<file path="config.mk">
export PLATFORM = sky130hd
export DESIGN_NAME = ccm_regs
export DESIGN_NICKNAME = d
export VERILOG_FILES = /design/src/design/ccm_pkg.sv /design/src/design/ccm_write_once.sv /design/src/design/ccm_regs.sv
export VERILOG_INCLUDE_DIRS = /design/src /design/src/design
export SDC_FILE = /design/constraint.sdc
export NUM_CORES = 1
export LEC_CHECK = 0
export ABC_AREA = 1
export BUFFER_PORTS_ARGS = -buffer_cell sky130_fd_sc_hd__buf_2
export CORE_ASPECT_RATIO = 0.75
export CORE_MARGIN = 5
export CORE_UTILIZATION = 44
export CTS_CLUSTER_DIAMETER = 60
export DETAILED_ROUTE_END_ITERATION = 8
export HOLD_SLACK_MARGIN = 0.02
export PLACE_DENSITY = 0.78
export SLEW_MARGIN = 15
export SYNTH_ARGS = -nofsm -noshare
export SYNTH_HDL_FRONTEND = slang
export SYNTH_SLANG_ARGS = --single-unit
</file>
<file path="constraint.sdc">
create_clock -name mclk -period 1.5 [get_ports mclk]
set_input_delay 0.075 -clock mclk [delete_from_list [all_inputs] [get_ports mclk]]
set_output_delay 0.075 -clock mclk [all_outputs]
set_load 0.01 [all_outputs]
</file>
<file path="src/design/ccm_cfg.svh">
// Constants of the chip configuration register bank: offsets, fields,
// reset values and bus watch timings.
// Assumes byte addresses relative to the peripheral base.
`ifndef CCM_CFG_SVH
`define CCM_CFG_SVH

`define CCM_OFS_CTRL        24'h110004
`define CCM_OFS_DEFAULTS    24'h110008
`define CCM_OFS_TESTLOCK    24'h11000c
`define CCM_OFS_UNIMPL      24'h110010

`define CCM_BIT_LOAD        15
`define CCM_BIT_SIZE_EN     6
`define CCM_BIT_TRACE_EN    5
`define CCM_BIT_WATCH_EN    3
`define CCM_MODE_SINGLE     3'h6
`define CCM_MODE_MASTER     3'h7

`define CCM_RST_WATCH_EN    1'h1
`define CCM_RST_TIMEOUT     3'h0
`define CCM_RST_TRACE_EN    1'h0

`define CCM_WATCH_MAX_CLKS  32'h00010000
`define CCM_WATCH_MIN_CLKS  32'h00000200

`endif

</file>
<file path="src/design/ccm_pkg.sv">
// Types shared by the chip configuration register bank.
// Assumes the constants header is included before use of offsets.
package ccm_pkg;

    typedef struct packed {
        logic        sel;
        logic        wr;
        logic        supervisor;
        logic [23:0] addr;
        logic [31:0] wdata;
        logic [3:0]  be;
    } ccm_req_t;

    typedef struct packed {
        logic        ack;
        logic        terr;
        logic [31:0] rdata;
    } ccm_rsp_t;

    typedef struct packed {
        logic       master_mode;
        logic       full_drive;
        logic [1:0] cs_cfg;
        logic [1:0] boot_size;
        logic       boot_ext;
    } ccm_strap_t;

    typedef struct packed {
        logic       full_drive;
        logic       size_pin_enable;
        logic       trace_pin_enable;
        logic       bus_watch_enable;
        logic [2:0] bus_watch_timeout;
    } ccm_ctrl_t;

    typedef enum logic [2:0] {
        CCM_ST_RESET = 3'b001,
        CCM_ST_LOAD  = 3'b010,
        CCM_ST_RUN   = 3'b100
    } ccm_state_t;

endpackage : ccm_pkg

</file>
<file path="src/design/ccm_write_once.sv">
// One write-once register field.
// Assumes load and we are same-clock pulses from the register bank.
`timescale 1ns/1ps

module ccm_write_once #(
    parameter int W = 1
) (
    input  wire logic         mclk,
    input  wire logic         rst,
    input  wire logic         load,
    input  wire logic [W-1:0] load_val,
    input  wire logic         we,
    input  wire logic         debug,
    input  wire logic [W-1:0] wval,
    output logic      [W-1:0] q
);

    logic [W-1:0] q_r;
    logic [W-1:0] q_nxt;
    logic         done_r;
    logic         done_nxt;
    logic         sticky_r;
    logic         sticky_nxt;

    always_comb begin
        q_nxt      = q_r;
        done_nxt   = done_r;
        sticky_nxt = sticky_r;
        if (load) begin
            q_nxt      = load_val;
            done_nxt   = 1'b0;
            sticky_nxt = 1'b0;
        end else if (we && (!done_r || debug || sticky_r)) begin
            q_nxt    = wval;
            done_nxt = 1'b1;
            // A debug write keeps the field open after debug ends.
            if (debug) begin
                sticky_nxt = 1'b1;
            end
        end
    end

    always_ff @(posedge mclk) begin
        if (rst) begin
            q_r      <= '0;
            done_r   <= 1'b0;
            sticky_r <= 1'b0;
        end else begin
            q_r      <= q_nxt;
            done_r   <= done_nxt;
            sticky_r <= sticky_nxt;
        end
    end

    assign q = q_r;

endmodule : ccm_write_once

</file>
<file path="src/design/ccm_regs.sv">
// Chip configuration register bank on the internal peripheral bus.
// Assumes straps are stable pins sampled at reset release; debug from logic.
`timescale 1ns/1ps
`include "ccm_cfg.svh"

// Summary of operation
// - Only supervisor accesses; user gets transfer error
// - Unimplemented location errors, no effect
// - Reserved word reads zero; test risk
// - Control/low-power share word; defaults/id next
// - Drive and mode from straps if cfg_override_n low; watch set
// - Size pin enable resets to master mode
// - Bit 15 write-once full drive select
// - Bits 10:8 read-only mode, 110/111
// - Bit 6 size pin function enable
// - Bit 5 trace pin functions enable
// - Bit 3 write-once bus watch enable
// - Bits 2:0 write-once watch timeout select
// - Defaults read-only, override only via strap pin
// - Write-once readable, debug keeps writable
// - Identification: part 15:8, revision 7:0
module ccm_regs #(
    parameter logic [7:0] PART_NUM = 8'h5a,  // Arbitrary value.
    parameter logic [7:0] REV_NUM  = 8'h01   // Arbitrary value.
) (
    input  wire logic                mclk,
    input  wire logic                rst,
    input  wire ccm_pkg::ccm_req_t   req,
    output ccm_pkg::ccm_rsp_t        rsp,
    input  wire logic                cfg_override_n,
    input  wire ccm_pkg::ccm_strap_t strap_pins,
    input  wire logic                debug_mode,
    output ccm_pkg::ccm_ctrl_t       ctrl,
    output logic [15:0]              low_power_control,
    output logic [31:0]              bus_watch_clocks,
    output logic                     test_mode
);
    import ccm_pkg::*;

    // ********************************************************
    // Pin synchronisers and reset configuration capture
    // ********************************************************
    logic       ovr_s1_r;
    logic       ovr_s2_r;
    ccm_strap_t strap_s1_r;
    ccm_strap_t strap_s2_r;
    ccm_strap_t dflt_r;
    ccm_strap_t dflt_nxt;
    ccm_state_t state_r;
    ccm_state_t state_nxt;
    logic       load;

    // Straps are caught on the second clock after release, from settled synchronisers.
    always_comb begin
        state_nxt = state_r;
        dflt_nxt  = dflt_r;
        load      = 1'b0;
        case (state_r)
            CCM_ST_RESET: state_nxt = CCM_ST_LOAD;
            CCM_ST_LOAD: begin
                load      = 1'b1;
                state_nxt = CCM_ST_RUN;
                if (!ovr_s2_r) begin
                    dflt_nxt = strap_s2_r;
                end else begin
                    dflt_nxt = '0;
                    dflt_nxt.full_drive = 1'b1;
                end
            end
            CCM_ST_RUN: state_nxt = CCM_ST_RUN;
            default:    state_nxt = CCM_ST_RESET;
        endcase
    end

    // The pins are sampled under reset as well, so the load state reads
    // the levels held during reset rather than a cleared synchroniser.
    always_ff @(posedge mclk) begin
        ovr_s1_r   <= cfg_override_n;
        ovr_s2_r   <= ovr_s1_r;
        strap_s1_r <= strap_pins;
        strap_s2_r <= strap_s1_r;
    end

    always_ff @(posedge mclk) begin
        if (rst) begin
            dflt_r  <= '0;
            state_r <= CCM_ST_RESET;
        end else begin
            dflt_r  <= dflt_nxt;
            state_r <= state_nxt;
        end
    end

    // ********************************************************
    // Access decode
    // ********************************************************
    function automatic logic hit(input logic [23:0] a, input logic [23:0] o);
        hit = (a[23:2] == o[23:2]);
    endfunction : hit

    logic acc;
    logic ok;
    logic wr_ok;
    logic hit_ctrl;
    logic hit_dflt;
    logic hit_test;

    assign acc      = req.sel && (state_r == CCM_ST_RUN);
    assign hit_ctrl = hit(req.addr, `CCM_OFS_CTRL);
    assign hit_dflt = hit(req.addr, `CCM_OFS_DEFAULTS);
    assign hit_test = hit(req.addr, `CCM_OFS_TESTLOCK);
    assign ok       = req.supervisor
                      && (hit_ctrl || hit_dflt || hit_test);
    assign wr_ok    = acc && ok && req.wr;

    logic we_hi;
    logic we_lo;
    assign we_hi = wr_ok && hit_ctrl && (req.be[3:2] != 2'h0);
    assign we_lo = wr_ok && hit_ctrl && (req.be[1:0] != 2'h0);

    // ********************************************************
    // Control fields
    // ********************************************************
    logic [2:0]  mode;
    logic [15:0] w_hi;
    logic        load_drive;
    logic [0:0]  q_drive;
    logic [0:0]  q_wen;
    logic [2:0]  q_tmo;

    assign w_hi       = req.wdata[31:16];
    assign mode       = dflt_r.master_mode ? `CCM_MODE_MASTER
                                           : `CCM_MODE_SINGLE;
    assign load_drive = dflt_r.full_drive;

    ccm_write_once #(.W(1)) u_drive (
        .mclk(mclk), .rst(rst), .load(load), .load_val(dflt_nxt.full_drive),
        .we(we_hi), .debug(debug_mode), .wval(w_hi[`CCM_BIT_LOAD]),
        .q(q_drive));
    ccm_write_once #(.W(1)) u_wen (
        .mclk(mclk), .rst(rst), .load(load), .load_val(`CCM_RST_WATCH_EN),
        .we(we_hi), .debug(debug_mode), .wval(w_hi[`CCM_BIT_WATCH_EN]),
        .q(q_wen));
    ccm_write_once #(.W(3)) u_tmo (
        .mclk(mclk), .rst(rst), .load(load), .load_val(`CCM_RST_TIMEOUT),
        .we(we_hi), .debug(debug_mode), .wval(w_hi[2:0]),
        .q(q_tmo));

    logic        size_en_r;
    logic        size_en_nxt;
    logic        trace_en_r;
    logic        trace_en_nxt;
    logic [15:0] lpc_r;
    logic [15:0] lpc_nxt;
    logic        test_r;
    logic        test_nxt;

    always_comb begin
        size_en_nxt  = size_en_r;
        trace_en_nxt = trace_en_r;
        lpc_nxt      = lpc_r;
        test_nxt     = test_r;
        if (load) begin
            size_en_nxt  = dflt_nxt.master_mode;
            trace_en_nxt = `CCM_RST_TRACE_EN;
        end else begin
            if (we_hi) begin
                size_en_nxt  = w_hi[`CCM_BIT_SIZE_EN];
                trace_en_nxt = w_hi[`CCM_BIT_TRACE_EN];
            end
            if (we_lo) begin
                lpc_nxt = req.wdata[15:0];
            end
            // Any nonzero reserved write arms test mode; a zero write clears it.
            if (wr_ok && hit_test) begin
                test_nxt = (req.wdata != 32'h0);
            end
        end
    end

    always_ff @(posedge mclk) begin
        if (rst) begin
            size_en_r  <= 1'b0;
            trace_en_r <= 1'b0;
            lpc_r      <= 16'h0;
            test_r     <= 1'b0;
        end else begin
            size_en_r  <= size_en_nxt;
            trace_en_r <= trace_en_nxt;
            lpc_r      <= lpc_nxt;
            test_r     <= test_nxt;
        end
    end

    // ********************************************************
    // Read data and termination
    // ********************************************************
    logic [15:0] ctrl_word;
    logic [15:0] dflt_word;
    ccm_rsp_t    rsp_r;
    ccm_rsp_t    rsp_nxt;

    assign ctrl_word = {q_drive, 4'h0, mode, 1'h0, size_en_r, trace_en_r,
                        1'h0, q_wen, q_tmo};
    assign dflt_word = {6'h0, dflt_r.cs_cfg, 2'h0, load_drive,
                        dflt_r.boot_size, dflt_r.boot_ext, 1'h0,
                        dflt_r.master_mode};

    always_comb begin
        rsp_nxt = '0;
        if (acc) begin
            rsp_nxt.ack  = ok;
            rsp_nxt.terr = !ok;
            if (ok && !req.wr) begin
                if (hit_ctrl) begin
                    rsp_nxt.rdata = {ctrl_word, lpc_r};
                end else if (hit_dflt) begin
                    rsp_nxt.rdata = {dflt_word, PART_NUM, REV_NUM};
                end else begin
                    rsp_nxt.rdata = 32'h0;
                end
            end
        end
    end

    always_ff @(posedge mclk) begin
        if (rst) begin
            rsp_r <= '0;
        end else begin
            rsp_r <= rsp_nxt;
        end
    end

    // Timeout code n selects the longest period shifted right n times.
    assign bus_watch_clocks = `CCM_WATCH_MAX_CLKS >> q_tmo;
    assign rsp               = rsp_r;
    assign low_power_control = lpc_r;
    assign test_mode         = test_r;
    assign ctrl = '{full_drive:        q_drive[0],
                    size_pin_enable:   size_en_r,
                    trace_pin_enable:  trace_en_r,
                    bus_watch_enable:  q_wen[0],
                    bus_watch_timeout: q_tmo};

endmodule : ccm_regs

</file>
==> flow_summary_export.csv, run 1 <==
group,metric,value,unit
worst_setup_path,critical_path_class,"flop to flop",
detailed_routing,first_pass_iters,6,
run_status,violations,"setup timing",
floorplanning,die_y,82.9,um
synthesis,synth.distinct_cells,24,
floorplanning,die_x,107,um
worst_setup_path,worst-path-stages,9,
floorplanning,ios,164,
floorplanning,fp-row-count,26,
synthesis,synthesis.area,3110,um2
layout,diodes,0,
layout,most-common-layout-cells,"buf_2, dfxtp_1, inv_1, nor2_1, conb_1",
timing,tns,-4.45,ns
clocking,cts.sinks,85,
worst_setup_path,critPathBufInv,2,
timing,hold_viol_final,0,
global_routing,grtUsageTotal,19.9,%
floorplanning,initial_core_util,45.4,%
global_routing,grt_start_max_net_pins,22,
global_routing,grt_pass1_wl,14200,um
clocking,cts_tree,"done",
pwr,p_leak,0.00229,uW
placed_design,gp_congestion,0.819,
timing,setup_ws,-0.147,ns
timing,max_freq,607,MHz
detailed_routing,wirelength,10700,um
timing,min_period,1.65,ns
layout,drive_above_1_share,43.8,%
run_status,outcome,"finished with violations",
detailed_routing,post-route-drc-count,0,
synthesis,synthCells,374,
clocking,root_buffer,"clkbuf_8",
pwr,pwr_density_cell,921,nW/um2
detailed_routing,avgRoutedWirePerCell,16.0,um
worst_setup_path,slowest_delay,0.34,ns
clocking,insertion_delay,0.35,ns
detailed_routing,dr.first_iter.drc_count,261,
timing,rsz0062_at_grt,"yes",
timing,fin_crit_sh,110,%
detailed_routing,ant_nets,0,
worst_setup_path,cp.arrival,1.89,ns
layout,final_nets,637,
placed_design,io_buffers,132,
floorplanning,core,6860,um2
hold_path,holdPathStages,3,
worst_setup_path,cp_cell_sequence,"nor2_4, nand3_2, inv_2, nand2_2, nor3_4, nand2_4, clkbuf_16, o21ai_2, a21oi_1",
worst_setup_path,slowest_stage,"dfxtp_2",
global_routing,grt_pass1_vias,2950,
synthesis,synth_warnings,0,
global_routing,antenna_found_initial,0,
worst_setup_path,cp-start-kind,"flop",
layout,syn_to_final_growth,55.8,%
synthesis,yosysTopAreaCellShare,54.6,%
global_routing,overflow,0,
synthesis,yosysTopAreaCell,"dfxtp_1",
layout,final_common_cell,"buf_2",
worst_setup_path,worstPathMaxFanout,7,
synthesis,ys_ff_latch,85,
worst_setup_path,worstSetupEndpointType,"flop",
timing,drv_slew,0,
layout,nFillCells,456,
floorplanning,die_area,8880,um2
timing,fin_skew,0.0125,ns
pwr,ir_worst_vdd,592,uV
hold_path,min_path_type,"input pin to flop",
worst_setup_path,reg2reg_depth,9,
flow_run,cap_viol_max_count,0,
synthesis,avgSynthCellArea,8.33,um2
clocking,clkTransAtPathRegs,0.09,ns
timing,finalSetupViolations,55,
detailed_routing,vias,3320,
placed_design,dpl_worst_slack,-0.110,ns
synthesis,yosysSeqAreaShare,54.6,%
placed_design,hpwl,6340,um
clocking,htreeDepth,3,
worst_setup_path,worstPathRequired,1.74,ns
worst_setup_path,ff2ff_setup_slack,-0.15,ns
worst_setup_path,cp_top_family,"simple AND/OR/NAND/NOR gates",
clocking,clockBufferDepth,2,
synthesis,synthTopCellsByArea,"dfxtp_1, buf_4, inv_1",
detailed_routing,vias_per_cell,4.98,
clocking,cts_inserted_buffers,9,
worst min-delay path: stages:
cell	delay [ns]
buf_2	0.10
o21ai_2	0.06
a21oi_2	0.09
routing by layer:
layer / routed length (um) / vias up / GRT usage [%]
li1: - / 1526 / -
met1: 3930 / 1543 / 22.6
met5: 0 / - / 0
met4: 471 / 0 / 8.36
met3: 956 / 52 / 5.50
met2: 5320 / 199 / 34.7
power by group:
group / total, uW / internal, uW / switching, uW
Sequential: 2350 / 2320 / 33.0
Combinational: 573 / 283 / 290
Clock: 1550 / 707 / 838
cell type report:
type	instances	area, um2	share of cell area [%]
flip-flops and latches	85	1710	35.2
repair buffers	192	1330	27.5
multi-input cells	219	1280	26.4
inverters	56	215	4.44
clock buffers	11	151	3.12
well taps	98	123	2.53
clock inverters	5	42.5	0.877
path summary, 6_finish.rpt:
kind | startpoint | to
setup / recovery | state_r[0] | low_power_control[9]
hold / removal | req[11] | low_power_control[7]
setup reg to reg | state_r[0] | low_power_control[9]
hold reg to reg | strap_s1_r[5] | strap_s2_r[5]
state kept, by name, summed over array words and instances, names as in the netlist, 3 cells and up:
name               flops
u_tmo.q                3
dflt_r                 6
low_power_control     16
rsp                   29
strap_s2_r             7
strap_s1_r             7
state_r                3
cell families (layout without fill, tap and decap cells):
logic type      Yosys count  after routing  synth area share (%)
simple gates            129            129                  18.9
buf+inv                  98            264                  16.0
flops                    85             85                  54.6
compound gates           61             61                  10.3
other cells               1             29                 0.120
Yosys cell counts:
| library cell | number |
|---|---|
| a21oi_1 | 21 |
| nor2_1 | 52 |
| conb_1 | 1 |
| o2111ai_1 | 1 |
| nor3_2 | 1 |
| o21ai_0 | 13 |
| nor4_1 | 9 |
| or2_2 | 2 |
| inv_2 | 1 |
| buf_4 | 33 |
| nand4_1 | 5 |
| nand2_1 | 30 |
| inv_1 | 55 |
| and3_1 | 2 |
| dfxtp_1 | 85 |
| nand3_2 | 1 |
| o22ai_1 | 10 |
| clkbuf_1 | 3 |
| nand3_1 | 15 |
| buf_2 | 6 |
| nor3_4 | 1 |
| o21ai_1 | 16 |
| nor3_1 | 10 |
| or2_1 | 1 |
per-stage QoR:
stage	cells	power, uW	hold slack [ns]	util, %	instance area (um2)
floorplan	402	2630	0.103	-	3220
global placement	606	2740	0.178	56.4	3870
detailed placement	606	2750	0.179	56.4	3870
CTS	662	4390	0.0210	65.8	4520
global route	666	4630	0.0131	70.7	4850
finish	666	4470	0.0192	70.7	4850
repair_timing:
item                                    4_1_cts  5_1_grt
hold buffers                                 21        4
buffers inserted                             17        2
pin swaps                                     5       20
cloned                                        2        3
hold endpoints to repair                     26        4
resized for setup                            23       74
endpoints found under the setup margin       35       59
Power figures use the tool's default switching activity.
==> inputs of run 2 (changes only) <==
--- a/config.mk
+++ b/config.mk
@@ -8,8 +8,7 @@
 export LEC_CHECK = 0
 export ABC_AREA = 1
 export BUFFER_PORTS_ARGS = -buffer_cell sky130_fd_sc_hd__buf_2
-export CORE_ASPECT_RATIO = 0.75
-export CORE_MARGIN = 5
+export CORE_MARGIN = 2
 export CORE_UTILIZATION = 44
 export CTS_CLUSTER_DIAMETER = 60
 export DETAILED_ROUTE_END_ITERATION = 8
==> flow_summary_export.csv, run 2 (synthesized netlist as in run 1, its figures left out) <==
group,metric,value,unit
clocking,clockBufferDepth,2,
placed_design,io_buffers,132,
floorplanning,die_y,88.1,um
timing,hold_viol_final,0,
clocking,insertion_delay,0.35,ns
worst_setup_path,worstSetupEndpointType,"flop",
pwr,pwr-share-comb,11.6,%
pwr,pwr_density_cell,985,nW/um2
timing,drv_slew,0,
worst_setup_path,cp.arrival,1.81,ns
flow_run,cap_viol_max_count,0,
timing,rsz0062_at_grt,"yes",
detailed_routing,dr.first_iter.drc_count,126,
worst_setup_path,critical_path_class,"flop to flop",
detailed_routing,first_pass_iters,4,
layout,final_common_cell,"buf_2",
timing,max_freq,639,MHz
layout,multi_input_area,1250,um2
timing,min_period,1.56,ns
detailed_routing,avgRoutedWirePerCell,13.3,um
pwr,p_leak,0.00225,uW
layout,nFillCells,517,
worst_setup_path,cp-start-kind,"flop",
clocking,htreeDepth,3,
pwr,power.internal,3530,uW
layout,final_nets,631,
clocking,root_buffer,"clkbuf_8",
layout,syn_to_final_growth,51.3,%
detailed_routing,vias_per_cell,4.75,
global_routing,grtUsageTotal,19.2,%
placed_design,hpwl,5510,um
floorplanning,ios,164,
timing,hold-worst-slack,0.0391,ns
detailed_routing,ant_nets,0,
clocking,cts.sinks,85,
layout,largest_reg_flops,29,
layout,most-common-layout-cells,"buf_2, dfxtp_1, inv_1, nor2_1, conb_1",
run_status,violations,"setup timing",
floorplanning,die_area,7770,um2
global_routing,grt_pass1_vias,2659,
layout,drive_above_1_share,41.3,%
global_routing,grt_start_max_net_pins,33,
worst_setup_path,worstPathRequired,1.75,ns
global_routing,overflow,0,
detailed_routing,vias,3127,
worst_setup_path,worstPathMaxFanout,8,
timing,fin_skew,0.0201,ns
pwr,power.share.switching,23.9,%
floorplanning,core,6830,um2
pwr,pwr-share-seq,50.6,%
floorplanning,fp-row-count,30,
placed_design,placed_area,3850,um2
pwr,p_clk_share,37.8,%
layout,fin_area,4710,um2
clocking,clkTransAtPathRegs,0.10,ns
timing,setup_ws,-0.0643,ns
layout,diodes,0,
pwr,p_sw,1110,uW
detailed_routing,post-route-drc-count,0,
timing,finalSetupViolations,19,
pwr,ir_worst_vdd,605,uV
floorplanning,initial_core_util,45.6,%
detailed_routing,wirelength,8750,um
clocking,cts_tree,"done",
worst_setup_path,ff2ff_setup_slack,-0.06,ns
hold_path,min_path_type,"input pin to flop",
placed_design,gp_congestion,0.800,
timing,fin_crit_sh,104,%
clocking,cts_inserted_buffers,9,
global_routing,antenna_found_initial,0,
run_status,outcome,"finished with violations",
global_routing,grt_pass1_wl,11500,um
floorplanning,die_x,88.1,um
layout,seq_area,1700,um2
run 2: changes by cell type in the layout (fill, tap and decap cells not counted), moves of 3 or more:
cell,previous run,this run
nor2_1,47,50
buf_4,16,19
a21oi_1,4,14
nand3_2,4,7
a21oi_2,16,7
buf_6,11,6
run 2: critical path, cell delays in order, from the launching register on:
cell       delay, ns
dfxtp_2         0.34
nor2_4          0.11
nand3_2         0.07
inv_2           0.10
nand2_2         0.07
nor3_4          0.25
nand2_4         0.13
clkbuf_16       0.20
o21ai_2         0.16
a21oi_1         0.05
run 2: per-layer routing:
| layer | GRT usage [%] | wire length, um | vias to the layer above |
|---|---|---|---|
| li1 | - | - | 1504 |
| met1 | 21.6 | 3270 | 1456 |
| met2 | 33.8 | 4610 | 133 |
| met3 | 3.49 | 491 | 34 |
| met4 | 11.3 | 369 | 0 |
| met5 | 0 | 0 | - |
run 2: power groups by stage:
stage / Sequential, uW / Clock (uW) / Combinational (uW)
2_1_floorplan: 2390 / 0 / 240
3_3_place_gp: 2390 / 0 / 342
3_5_place_dp: 2390 / 0 / 350
4_1_cts: 2340 / 1780 / 467
5_1_grt: 2350 / 1880 / 591
6_report: 2350 / 1750 / 536
run 2: cell type report:
class / count / share of cell area, %
clock inverter: 6 / 2.02
timing repair buffer: 186 / 25.3
tap: 96 / 2.55
multi-input combinational: 219 / 26.6
inverter: 56 / 4.62
clock buffer: 10 / 2.71
sequential: 85 / 36.2
run 2: stage by stage:
stage               total power, uW  instances  setup slack, ns  setup TNS, ns  util, %
finish                         4640        658          -0.0643         -0.447     69.0
global route                   4820        658           -0.145          -4.11     69.0
CTS                            4580        654          0.00519              0     64.3
detailed placement             2740        605          -0.0882         -0.888     56.4
global placement               2730        605          -0.0436         -0.171     56.4
floorplan                      2630        402           0.0881              0        -
run 2: final timing paths:
| path | start | to | cells past startpoint |
|---|---|---|---|
| max | state_r[0] | low_power_control[3] | 9 |
| min reg2reg | strap_s1_r[1] | strap_s2_r[1] | 0 |
| min | req[8] | low_power_control[4] | 3 |
| max reg2reg | state_r[0] | low_power_control[3] | 9 |
run 2: repair_timing:
| action | CTS | global route |
|---|---|---|
| hold endpoints to repair | 28 | 0 |
| hold buffers | 24 | 0 |
| setup endpoints to repair | 41 | 58 |
| pin swaps | 4 | 8 |
| buffers inserted | 9 | 2 |
| gates cloned | 0 | 4 |
| resized for setup | 5 | 73 |
